[config.mk]
export PLATFORM = sky130hd
export DESIGN_NAME = wake_interrupt_routing
export DESIGN_NICKNAME = d
export VERILOG_FILES = /design/src/core/wir_pkg.sv /design/src/core/wir_sync.sv /design/src/core/wake_interrupt_routing.sv
export SDC_FILE = /design/constraint.sdc
export NUM_CORES = 1
export LEC_CHECK = 0
export BUFFER_PORTS_ARGS = -buffer_cell sky130_fd_sc_hd__buf_4
export CAP_MARGIN = 20
export CELL_PAD_IN_SITES_DETAIL_PLACEMENT = 0
export CELL_PAD_IN_SITES_GLOBAL_PLACEMENT = 1
export CORE_AREA = 2 2 253 255
export DETAILED_ROUTE_END_ITERATION = 10
export DIE_AREA = 0 0 255 257
export PLACE_DENSITY_LB_ADDON = 0.1
export SETUP_SLACK_MARGIN = 0.1
export SLEW_MARGIN = 20
export SYNTH_ARGS = -nofsm -noshare
export SYNTH_HDL_FRONTEND = slang
export SYNTH_SLANG_ARGS = --single-unit
export TNS_END_PERCENT = 5
[constraint.sdc]
create_clock -name clk -period 3.1 [get_ports clk]
set_clock_uncertainty 0.1 [all_clocks]
set_input_delay 0.62 -clock clk [delete_from_list [all_inputs] [get_ports clk]]
set_output_delay 0.62 -clock clk [all_outputs]
set_load 0.01 [all_outputs]
[src/core/wir_pkg.sv]
// Package of constants, types and decode functions for the wake interrupt routing block.
package wir_pkg;

  // Management number ranges.
  localparam int MG_NMI_AO_LAST    = 15;
  localparam int MG_NMI_IO_LAST    = 31;
  localparam int MG_ASYNC_FIRST    = 32;
  localparam int MG_ASYNC_AO_LAST  = 95;
  localparam int MG_ASYNC_LAST     = 255;
  localparam int MG_SYNC_FIRST     = 256;
  localparam int MG_SYNC_LAST      = 512;

  // Management numbers of the individual sources.
  localparam int MG_LVD_FALL       = 16;
  localparam int MG_LVD_RISE       = 17;
  localparam int MG_WDT            = 18;
  localparam int MG_EXT_BASE       = 32;
  localparam int MG_I2C_WAKE       = 38;
  localparam int MG_USB_WAKE       = 39;
  localparam int MG_DMA_BASE       = 96;
  localparam int MG_SERIAL_RX0     = 256;
  localparam int MG_SPI_ERROR      = 262;
  localparam int MG_I2C0_ARB_LOST  = 264;

  // Source counts and positions in the controlled source vector.
  localparam int NUM_LVD_WDT       = 3;
  localparam int NUM_EXT           = 6;
  localparam int NUM_DMA           = 32;
  localparam int NUM_SYNC          = 20;
  localparam int IDX_EXT           = NUM_LVD_WDT;
  localparam int IDX_I2C_WAKE      = IDX_EXT + NUM_EXT;
  localparam int IDX_USB_WAKE      = IDX_I2C_WAKE + 1;
  localparam int IDX_DMA           = IDX_USB_WAKE + 1;
  localparam int NUM_CTL           = IDX_DMA + NUM_DMA;
  localparam int MON_WIDTH         = MG_ASYNC_LAST + 1;

  // Reset values.
  localparam logic RST_FLAG        = 1'b0;
  localparam logic RST_SYNC        = 1'b0;

  // Active level choices of a wake control register.
  typedef enum logic [2:0] {
    LVL_LOW,
    LVL_HIGH,
    LVL_RISE,
    LVL_FALL,
    LVL_BOTH
  } wir_level_e;

  // Power mode reported by the clock and mode controller.
  typedef enum logic [1:0] {
    MODE_NORMAL,
    MODE_IDLE,
    MODE_FIRST_STOP,
    MODE_DEEP_STOP
  } wir_mode_e;

  // Wake control register of one source.
  typedef struct packed {
    logic       stopWakeEnable;
    wir_level_e level;
  } wir_ctl_s;

  // Management number of controlled source k.
  function automatic int srcMgmt(input int k);
    if (k < IDX_EXT) begin
      return MG_LVD_FALL + k;
    end else if (k < IDX_I2C_WAKE) begin
      return MG_EXT_BASE + (k - IDX_EXT);
    end else if (k == IDX_I2C_WAKE) begin
      return MG_I2C_WAKE;
    end else if (k == IDX_USB_WAKE) begin
      return MG_USB_WAKE;
    end
    return MG_DMA_BASE + (k - IDX_DMA);
  endfunction

  // A wake control register exists only below the synchronous range.
  function automatic logic mgmtHasCtl(input int mg);
    return (mg >= 0) && (mg <= MG_ASYNC_LAST);
  endfunction

  // Always-on bus holds the deep-stop register set.
  function automatic logic mgmtOnAlwaysOnBus(input int mg);
    return (mg <= MG_NMI_AO_LAST) || ((mg >= MG_ASYNC_FIRST) && (mg <= MG_ASYNC_AO_LAST));
  endfunction

endpackage

[src/core/wir_sync.sv]
// Three-stage input synchroniser with agreement filter.
`timescale 1ns/1ps
`default_nettype none
module wir_sync
  import wir_pkg::*;
#(
  parameter int W = 1
) (
  // Clock and reset.
  input  wire logic         clk,
  input  wire logic         nrst,
  // Asynchronous input and filtered result.
  input  wire logic [W-1:0] din,
  output logic      [W-1:0] stable
);

  logic [W-1:0] s1_reg;
  logic [W-1:0] s2_reg;
  logic [W-1:0] s3_reg;
  logic [W-1:0] stable_reg;
  logic [W-1:0] stable_next;

  // A change is taken once the second and third stages agree.
  always_comb begin
    stable_next = stable_reg;
    for (int i = 0; i < W; i++) begin
      if (s2_reg[i] == s3_reg[i]) begin
        stable_next[i] = s3_reg[i];
      end
    end
  end

  always_ff @(posedge clk or negedge nrst) begin
    if (!nrst) begin
      s1_reg     <= {W{RST_SYNC}};
      s2_reg     <= {W{RST_SYNC}};
      s3_reg     <= {W{RST_SYNC}};
      stable_reg <= {W{RST_SYNC}};
    end else begin
      s1_reg     <= din;
      s2_reg     <= s1_reg;
      s3_reg     <= s2_reg;
      stable_reg <= stable_next;
    end
  end

  assign stable = stable_reg;

endmodule // wir_sync
`default_nettype wire

[src/core/wake_interrupt_routing.sv]
// Wake interrupt routing: conditions wake sources and forwards requests to the core.
`timescale 1ns/1ps
`default_nettype none

module wake_interrupt_routing
  import wir_pkg::*;
#(
  parameter int N_EXT  = NUM_EXT,
  parameter int N_DMA  = NUM_DMA,
  parameter int N_SYNC = NUM_SYNC
) (
  // Clock and reset.
  input  wire logic                   clk,
  input  wire logic                   nrst,
  // Asynchronous wake capable sources.
  input  wire logic                   lvdFallIrq,
  input  wire logic                   lvdRiseIrq,
  input  wire logic                   watchdogIrq,
  input  wire logic [N_EXT-1:0]       extPinIrq,
  input  wire logic [N_EXT-1:0]       portInputEnable,
  input  wire logic                   i2cWakeIrq,
  input  wire logic                   usbWakeIrq,
  input  wire logic [N_DMA-1:0]       dmaChannelDoneIrq,
  // Synchronous sources on the system clock.
  input  wire logic [N_SYNC-1:0]      syncIrq,
  // Wake control registers and flag clear.
  input  wire wir_ctl_s               wakeCtl [NUM_CTL],
  input  wire logic [NUM_CTL-1:0]     flagClear,
  input  wire logic [NUM_CTL-1:0]     coreIrqSetEnable,
  // Power mode status.
  input  wire wir_mode_e              powerMode,
  input  wire logic                   fastOscStable,
  // Requests to the core.
  output logic [NUM_CTL-1:0]          coreIrqAsync,
  output logic [N_SYNC-1:0]           coreIrqSync,
  // Monitor flags and wake status.
  output logic [MON_WIDTH-1:0]        monitorFlags,
  output logic                        wakeRequest,
  output logic                        coreResume
);

  localparam int MAP_LVD_FALL = MG_LVD_FALL;
  localparam int MAP_LVD_RISE = MG_LVD_RISE;
  localparam int MAP_WDT      = MG_WDT;

  typedef enum logic [1:0] {
    ST_RUN,
    ST_SLEEP,
    ST_OSC_WAIT
  } wir_state_e;

  logic [NUM_CTL-1:0]   rawAsync;
  logic [NUM_CTL-1:0]   srcLevel;
  logic [NUM_CTL-1:0]   srcPrev_reg;
  logic [NUM_CTL-1:0]   detect;
  logic [NUM_CTL-1:0]   wakeEn;
  logic [NUM_CTL-1:0]   deepSet;
  logic [NUM_CTL-1:0]   flag_reg;
  logic [NUM_CTL-1:0]   flag_next;
  logic [NUM_CTL-1:0]   coreAsync_reg;
  logic [NUM_CTL-1:0]   coreAsync_next;
  logic [N_SYNC-1:0]    coreSync_reg;
  logic [MON_WIDTH-1:0] mon_reg;
  logic [MON_WIDTH-1:0] mon_next;
  logic [N_EXT-1:0]     extGated;
  logic                 wakeHit;
  wir_state_e           state_reg;
  wir_state_e           state_next;
  logic                 wakeReq_reg;
  logic                 wakeReq_next;
  logic                 resume_reg;
  logic                 resume_next;

  // A pin whose input buffer is disabled reads high.
  always_comb begin
    for (int i = 0; i < N_EXT; i++) begin
      extGated[i] = portInputEnable[i] ? extPinIrq[i] : 1'b1;
    end
  end

  // Source vector in controlled-source order; the position fixes the management number.
  always_comb begin
    rawAsync = '0;
    rawAsync[MAP_LVD_FALL - MG_LVD_FALL] = lvdFallIrq;
    rawAsync[MAP_LVD_RISE - MG_LVD_FALL] = lvdRiseIrq;
    rawAsync[MAP_WDT - MG_LVD_FALL]      = watchdogIrq;
    rawAsync[IDX_EXT +: N_EXT]           = extGated;
    rawAsync[IDX_I2C_WAKE]               = i2cWakeIrq;
    rawAsync[IDX_USB_WAKE]               = usbWakeIrq;
    rawAsync[IDX_DMA +: N_DMA]           = dmaChannelDoneIrq;
  end

  wir_sync #(
    .W      (NUM_CTL)
  ) u_sync (
    .clk    (clk),
    .nrst   (nrst),
    .din    (rawAsync),
    .stable (srcLevel)
  );

  // Register set and control presence derived from the management number.
  generate
    for (genvar k = 0; k < NUM_CTL; k++) begin : g_dec
      assign deepSet[k] = mgmtOnAlwaysOnBus(srcMgmt(k));
      assign wakeEn[k]  = mgmtHasCtl(srcMgmt(k)) & wakeCtl[k].stopWakeEnable;
    end
  endgenerate

  // Edge or level detection chosen per source.
  always_comb begin
    detect = '0;
    for (int k = 0; k < NUM_CTL; k++) begin
      unique case (wakeCtl[k].level)
        LVL_LOW:  detect[k] = ~srcLevel[k];
        LVL_HIGH: detect[k] = srcLevel[k];
        LVL_RISE: detect[k] = srcLevel[k] & ~srcPrev_reg[k];
        LVL_FALL: detect[k] = ~srcLevel[k] & srcPrev_reg[k];
        LVL_BOTH: detect[k] = srcLevel[k] ^ srcPrev_reg[k];
        default:  detect[k] = 1'b0;
      endcase
    end
  end

  // Sticky flags; a detection in the clear cycle wins over the clear.
  always_comb begin
    flag_next = '0;
    for (int k = 0; k < NUM_CTL; k++) begin
      flag_next[k] = (wakeEn[k] & detect[k]) | (flag_reg[k] & ~flagClear[k]);
    end
  end

  // Wake sources reach the core through their flag, the rest pass straight on.
  always_comb begin
    coreAsync_next = '0;
    for (int k = 0; k < NUM_CTL; k++) begin
      coreAsync_next[k] = wakeEn[k] ? flag_next[k] : srcLevel[k];
    end
  end

  // Monitor flags placed at their management number.
  always_comb begin
    mon_next = '0;
    for (int k = 0; k < NUM_CTL; k++) begin
      mon_next[srcMgmt(k)] = flag_next[k];
    end
  end

  always_ff @(posedge clk or negedge nrst) begin
    if (!nrst) begin
      srcPrev_reg   <= '0;
      flag_reg      <= {NUM_CTL{RST_FLAG}};
      coreAsync_reg <= '0;
      coreSync_reg  <= '0;
      mon_reg       <= '0;
    end else begin
      srcPrev_reg   <= srcLevel;
      flag_reg      <= flag_next;
      coreAsync_reg <= coreAsync_next;
      coreSync_reg  <= syncIrq;
      mon_reg       <= mon_next;
    end
  end

  // A flag may release the current mode only with the core enable set and the matching register set.
  always_comb begin
    wakeHit = 1'b0;
    for (int k = 0; k < NUM_CTL; k++) begin
      if (flag_reg[k] && wakeEn[k] && coreIrqSetEnable[k]) begin
        if ((powerMode != MODE_DEEP_STOP) || deepSet[k]) begin
          wakeHit = 1'b1;
        end
      end
    end
  end

  // Wake sequencing: stop modes wait for the fast oscillator before resuming.
  always_comb begin
    state_next   = state_reg;
    wakeReq_next = wakeReq_reg;
    resume_next  = 1'b0;
    unique case (state_reg)
      ST_RUN: begin
        if (powerMode != MODE_NORMAL) begin
          state_next = ST_SLEEP;
        end
      end
      ST_SLEEP: begin
        if (powerMode == MODE_NORMAL) begin
          state_next = ST_RUN;
        end else if (wakeHit) begin
          wakeReq_next = 1'b1;
          if (powerMode == MODE_IDLE) begin
            state_next   = ST_RUN;
            wakeReq_next = 1'b0;
            resume_next  = 1'b1;
          end else begin
            state_next = ST_OSC_WAIT;
          end
        end
      end
      ST_OSC_WAIT: begin
        if (fastOscStable) begin
          state_next   = ST_RUN;
          wakeReq_next = 1'b0;
          resume_next  = 1'b1;
        end
      end
    endcase
  end

  always_ff @(posedge clk or negedge nrst) begin
    if (!nrst) begin
      state_reg   <= ST_RUN;
      wakeReq_reg <= 1'b0;
      resume_reg  <= 1'b0;
    end else begin
      state_reg   <= state_next;
      wakeReq_reg <= wakeReq_next;
      resume_reg  <= resume_next;
    end
  end

  assign coreIrqAsync = coreAsync_reg;
  assign coreIrqSync  = coreSync_reg;
  assign monitorFlags = mon_reg;
  assign wakeRequest  = wakeReq_reg;
  assign coreResume   = resume_reg;

endmodule // wake_interrupt_routing
`default_nettype wire

Yosys cells after proc, flatten, opt, wreduce, memory -nomap -nowiden:

Index checks and enable logic that the tools add are counted.

* latch bits: 0
* bits in registers: 325
* bits in writable memories: 0
* bits in read-only memories: 0
* output and inout bits: 321
* memories kept: 0

* add/subtract/negate cells: 0
* multipliers: 0
* shift operators: 0
* div/mod/pow operators: 0
* bitwise logic cells: 387
* multiplexer cells: 186
* magnitude comparators: 0
* reduce and logical (&&, ||, !) cells: 135
* equal/unequal tests: 224

Operator list (number)
* equality test 3 x 2 -> 1 bit (second input constant): 86
* one-hot mux 1 bit (5 select lines): 43
* AND 1 bit: 172
* two-way mux 1 bit: 135
* equality test 3 x 1 -> 1 bit (second input constant): 43
* equality test 3 bit (second input constant): 43
* zero test 3 bit: 43
* NOT 1 bit: 129
* logical AND 1 bit: 86
* equality test 1 bit: 43
* OR 1 bit: 43
* bitwise XOR 1 bit: 43
* two-way mux 2 bit: 5
* != test 2 bit (second input constant): 5
* one-hot mux 2 bit (3 select lines): 1
* equality test 2 x 1 -> 1 bit (second input constant): 2
* zero test 2 bit: 2
* one-hot mux 1 bit (2 select lines): 2
* AND reduction 4 bit: 1
* nonzero test 2 bit: 2
* != test 3 bit (second input constant): 1
* AND reduction 3 bit: 1
* equality test 2 bit (second input constant): 1

Longest topological paths before layout:

* depth in word-level cells: 82
* mapped depth: 9

Hierarchy:

From an unflattened synthesis, not the netlist that was laid out.

* cells, all modules: 1184
* area total of the unflattened synthesis: 14754.2 um^2

Modules (own cells, without submodules)
* wake_interrupt_routing: area an instance 9965.8 um^2, cells an instance 969, times used 1, seq. area each 3828.7 um^2
* wir_sync: area an instance 4788.3 um^2, cells an instance 215, times used 1, seq. area each 4304.1 um^2

Worst setup path after synthesis:

OpenSTA, ideal clock, no wires.

* path kind: input port to flip-flop
* start point: input coreIrqSetEnable[5]
* end point: register wakeReq_reg, in the netlist wakeRequest
* cell stages on the path: 9
* setup slack: 731 ps
* arrival: 2187 ps
* cells stage by stage: nand3_2 -> nand2_2 -> a311oi_4 -> nand2_1 -> nor3_1 -> o221ai_2 -> nand3_2 -> mux2_1 -> o22ai_1

* longest elaborated chain between the ends: 73

Ends and longest elaborated chain
* from (decl): RTL line wake_interrupt_routing.sv:29 `input wire logic [NUM_CTL-1:0] coreIrqSetEnable,`
* logical AND 1 bit *: RTL line wake_interrupt_routing.sv:169 `if (flag_reg[k] && wakeEn[k] && coreIrqSetEnable[k]) begin`
* two-way mux 1 bit * (6 in series): RTL line wake_interrupt_routing.sv:169
* two-way mux 1 bit: RTL line wake_interrupt_routing.sv:170 `if ((powerMode != MODE_DEEP_STOP) || deepSet[k]) begin`
* two-way mux 1 bit *: RTL line wake_interrupt_routing.sv:169
* two-way mux 1 bit: RTL line wake_interrupt_routing.sv:170
* two-way mux 1 bit *: RTL line wake_interrupt_routing.sv:169
* two-way mux 1 bit: RTL line wake_interrupt_routing.sv:170
* two-way mux 1 bit *: RTL line wake_interrupt_routing.sv:169
* (+52 left out)
* two-way mux 1 bit: RTL line wake_interrupt_routing.sv:170
* two-way mux 1 bit *: RTL line wake_interrupt_routing.sv:169
* two-way mux 1 bit: RTL line wake_interrupt_routing.sv:170
* two-way mux 1 bit *: RTL line wake_interrupt_routing.sv:169
* two-way mux 1 bit: RTL line wake_interrupt_routing.sv:170
* two-way mux 1 bit *: RTL line wake_interrupt_routing.sv:169
* != test 2 bit (no source line) *
* AND reduction 4 bit (no source line) *
* to (signal assigned): RTL line wake_interrupt_routing.sv:219 `wakeReq_reg <= wakeReq_next;`
* to (decl): RTL line wake_interrupt_routing.sv:69 `logic wakeReq_reg;`

Every way passes the cells marked *; elsewhere a longest branch is shown, timed or not.
A chain may end at the register's enable or synchronous reset.

==> results.md <==
- Status: complete, no violations
- Pin count of the biggest net entering global routing: 67
- Vias: around 10,000
- Prevailing post-synth register cell: dfrtp_1
- Fmax achieved: 371.2 MHz
- Yosys top cell by area: dfrtp_1
- Crit path DAT: 3.06 ns
- Worst-Skew Late Latency: 0.55 ns
- Vias per cell: approximately 3.9
- Most frequent cells in the layout: buf_4 (447), dfrtp_1 (325), conb_1 (213)
- Share of post-route cells with drive strength above 1: 0.3322
- Routed Antenna Nets: 0
- Hold_sp: dmaChannelDoneIrq[6]
- GPL Wtd Cong: 0.7664
- Cell variety after synth: 40
- Busiest grt layer: met2
- Reg2Reg Depth: 11
- Commonest non-fill, non-tap cell in the layout: buf_4
- Endpoints failing hold: 0
- P per Cell Area: 590.3 mW/mm2
- Die area: 0.06554 mm2
- Netlist Area Pre-Place: 0.01490 mm2
- Sequential share of the synthesized area: 0.5457
- EDFF count, synth: 0
- HPWL after detailed placement: 33,780 um
- Initial antenna violation count: 2
- Internal reg-to-reg setup slack: 0.41 ns
- Async S/R FF share, synth: 1.000
- DRC errors left: 0
- Worst min path class: in -> reg
- FP Rows: 92
- Final worst setup slack: 0.4064 ns
- Yosys top cell area share: 0.5457
- First-pass GRT wire length: 62,110 um
- Setup-failing EPs final: 0
- Synth area leaders: dfrtp_1 (55%), buf_4 (11%), ha_1 (7.5%)
- Overflow after GRT: 0
- Initial DRT Pass Iterations: 4
- GRT Util Overall: 0.1248
- Startpoint type of the worst setup path: flip-flop
- Core Area: 0.06274 mm2
- Routed wire per std cell: approximately 16 um
- Total power: about 12 mW
- IO buf count: 439
- Pre-CTS WS: -0.2060 ns
- Worst slew margin: 0.5011
- Slew at the pin closest to its max-slew limit: 0.7405 ns
- Die H: 257 um
- CP startpoint: monitorFlags[109]
- Worst Path Max Fanout: 3
- GRT met3 Usage: 0.03065
- Synthesized instance count: between 1,000 and 1,500
- Tcrit/Tclk final: 0.8689
- Die X: 255 um
- CTS buffer count: 41
- Starting density of the core: 0.2376
- Mean post-synth cell area: 12.32 um2
- Slew Viols, Final: 0
- Clk slew on worst S/H paths: 0.06 ns
- Area of the multi-input gates: 0.005474 mm2
- # Max-Cap Violations: 0
- Setup TNS: 0 ns
- Static Leakage: 10.06 nW
- Setup CP Type: reg -> reg
- RR Startpoint: monitorFlags[109]
- CTS tree: done
- Area delta synth->final: 34.71%
- Met1 Use GR: 0.1527
- #FFs+latches synth: 325
- TritonCTS Sinks: roughly 330
- Final Critical Period: 2.694 ns
- Worst-case clock buffer depth: 3
- Final net count: 2,126
- Unrepaired setup endpoints after global routing: false
- Reg2reg end: wakeRequest
- Met2 Resource Use GR: 0.2160
- Vias in the first global route: 10,050
- Fillcell total: 6,440
- Detailed-route wire length: roughly 42,000 um
- CTS HTree Levels: 2
- FF+latch area: 0.008133 mm2
- CTS Root Cell: clkbuf_16
- Hold endpoint: u_sync.s1_reg[17]
- Crit end category: flip-flop
- Yosys warning total: 0
- Maximum vdd drop: 0.3091 mV
- IO Count: 653
- Starting DRT DRC Count: 333
- Required @ worst endpoint: roughly 3.5 ns
- Min-Delay Path Depth: 1
-- worst max-delay path by stage --
| stage | endpoint | slack, ns |
|---|---|---|
| floorplan | wakeRequest | 0.73 |
| global placement | wakeRequest | -0.17 |
| detailed placement | wakeRequest | -0.21 |
| CTS | wakeRequest | 0.14 |
| global route | state_reg[1] | 0.22 |
| finish | wakeRequest | 0.41 |
-- metrics by stage --
| stage | instances | hold WS [ns] | cell area (um2) | util |
|---|---|---|---|---|
| after floorplan | 1422 | 0.2244 | 15700 | - |
| after global placement | 2507 | 0.2314 | 18610 | 0.2966 |
| after detailed placement | 2507 | 0.2347 | 18610 | 0.2966 |
| after CTS | 2583 | 0.02404 | 20070 | 0.3199 |
| after global routing | 2583 | 0.02664 | 20070 | 0.3200 |
| final | 2584 | 0.07075 | 20080 | 0.3200 |
-- cell usage after synthesis (4+ instances only) --
library cell and n:
dfrtp_1 325, buf_4 213, inv_1 133, ha_1 89, mux2i_1 46, nor2_1 46, a211oi_1 45, o21ai_0 44
a211o_1 43, a32o_1 43, maj3_1 43, mux2_2 43, nand3_1 33, nand2_1 10, nand2b_1 7, nand3_2 5
nor2b_1 5, nand4_1 4
-- final cells by class --
type,count,area share
Timing Repair Buffer,453,0.1724
Multi-Input combinational cell,751,0.2727
Clock inverter,18,0.01402
Sequential cell,325,0.4051
Antenna cell,1,0.0001246
Inverter,133,0.02487
Clock buffer,57,0.05809
Tap cell,846,0.05273
-- worst max-delay path: stages (launching register included) --
cell and delay (ns):
dfrtp_1 0.40, nand3_1 0.09, nand3_1 0.22, nor4_2 0.39, buf_4 0.17, nand4_1 0.09, buf_4 0.17, nor3_1 0.28
o221ai_2 0.15, nand3_2 0.11, mux2_1 0.32, o22ai_1 0.12
-- what timing repair did --
action | in CTS | in global routing
endpoints found under the setup margin | 0 | 4
hold buffers | 1 | 0
buffers inserted | 0 | 0
hold endpoints to repair | 56 | 0
resized for setup | 0 | 1
-- metal layers --
layer,part of all wire,routed length (um)
met5,0,0
met4,0.021,880
met3,0.066,2769
met2,0.51,21390
met1,0.41,17110
-- power by group --
group	internal, mW	switching [mW]
logic	0.937	0.918
registers	4.62	0.258
clock network	3.22	1.91
-- logic make-up after synthesis --
logic type	share of synthesized area
other	0.0002516
AND/OR/NAND/NOR	0.04122
multiplexers	0.06414
buffers and inverters	0.1408
AO/OA/AOI/OAI	0.1043
flip-flops	0.5457
adder cells (fa/ha/maj)	0.1036
Note: power is estimated with default switching activity, not from simulation.
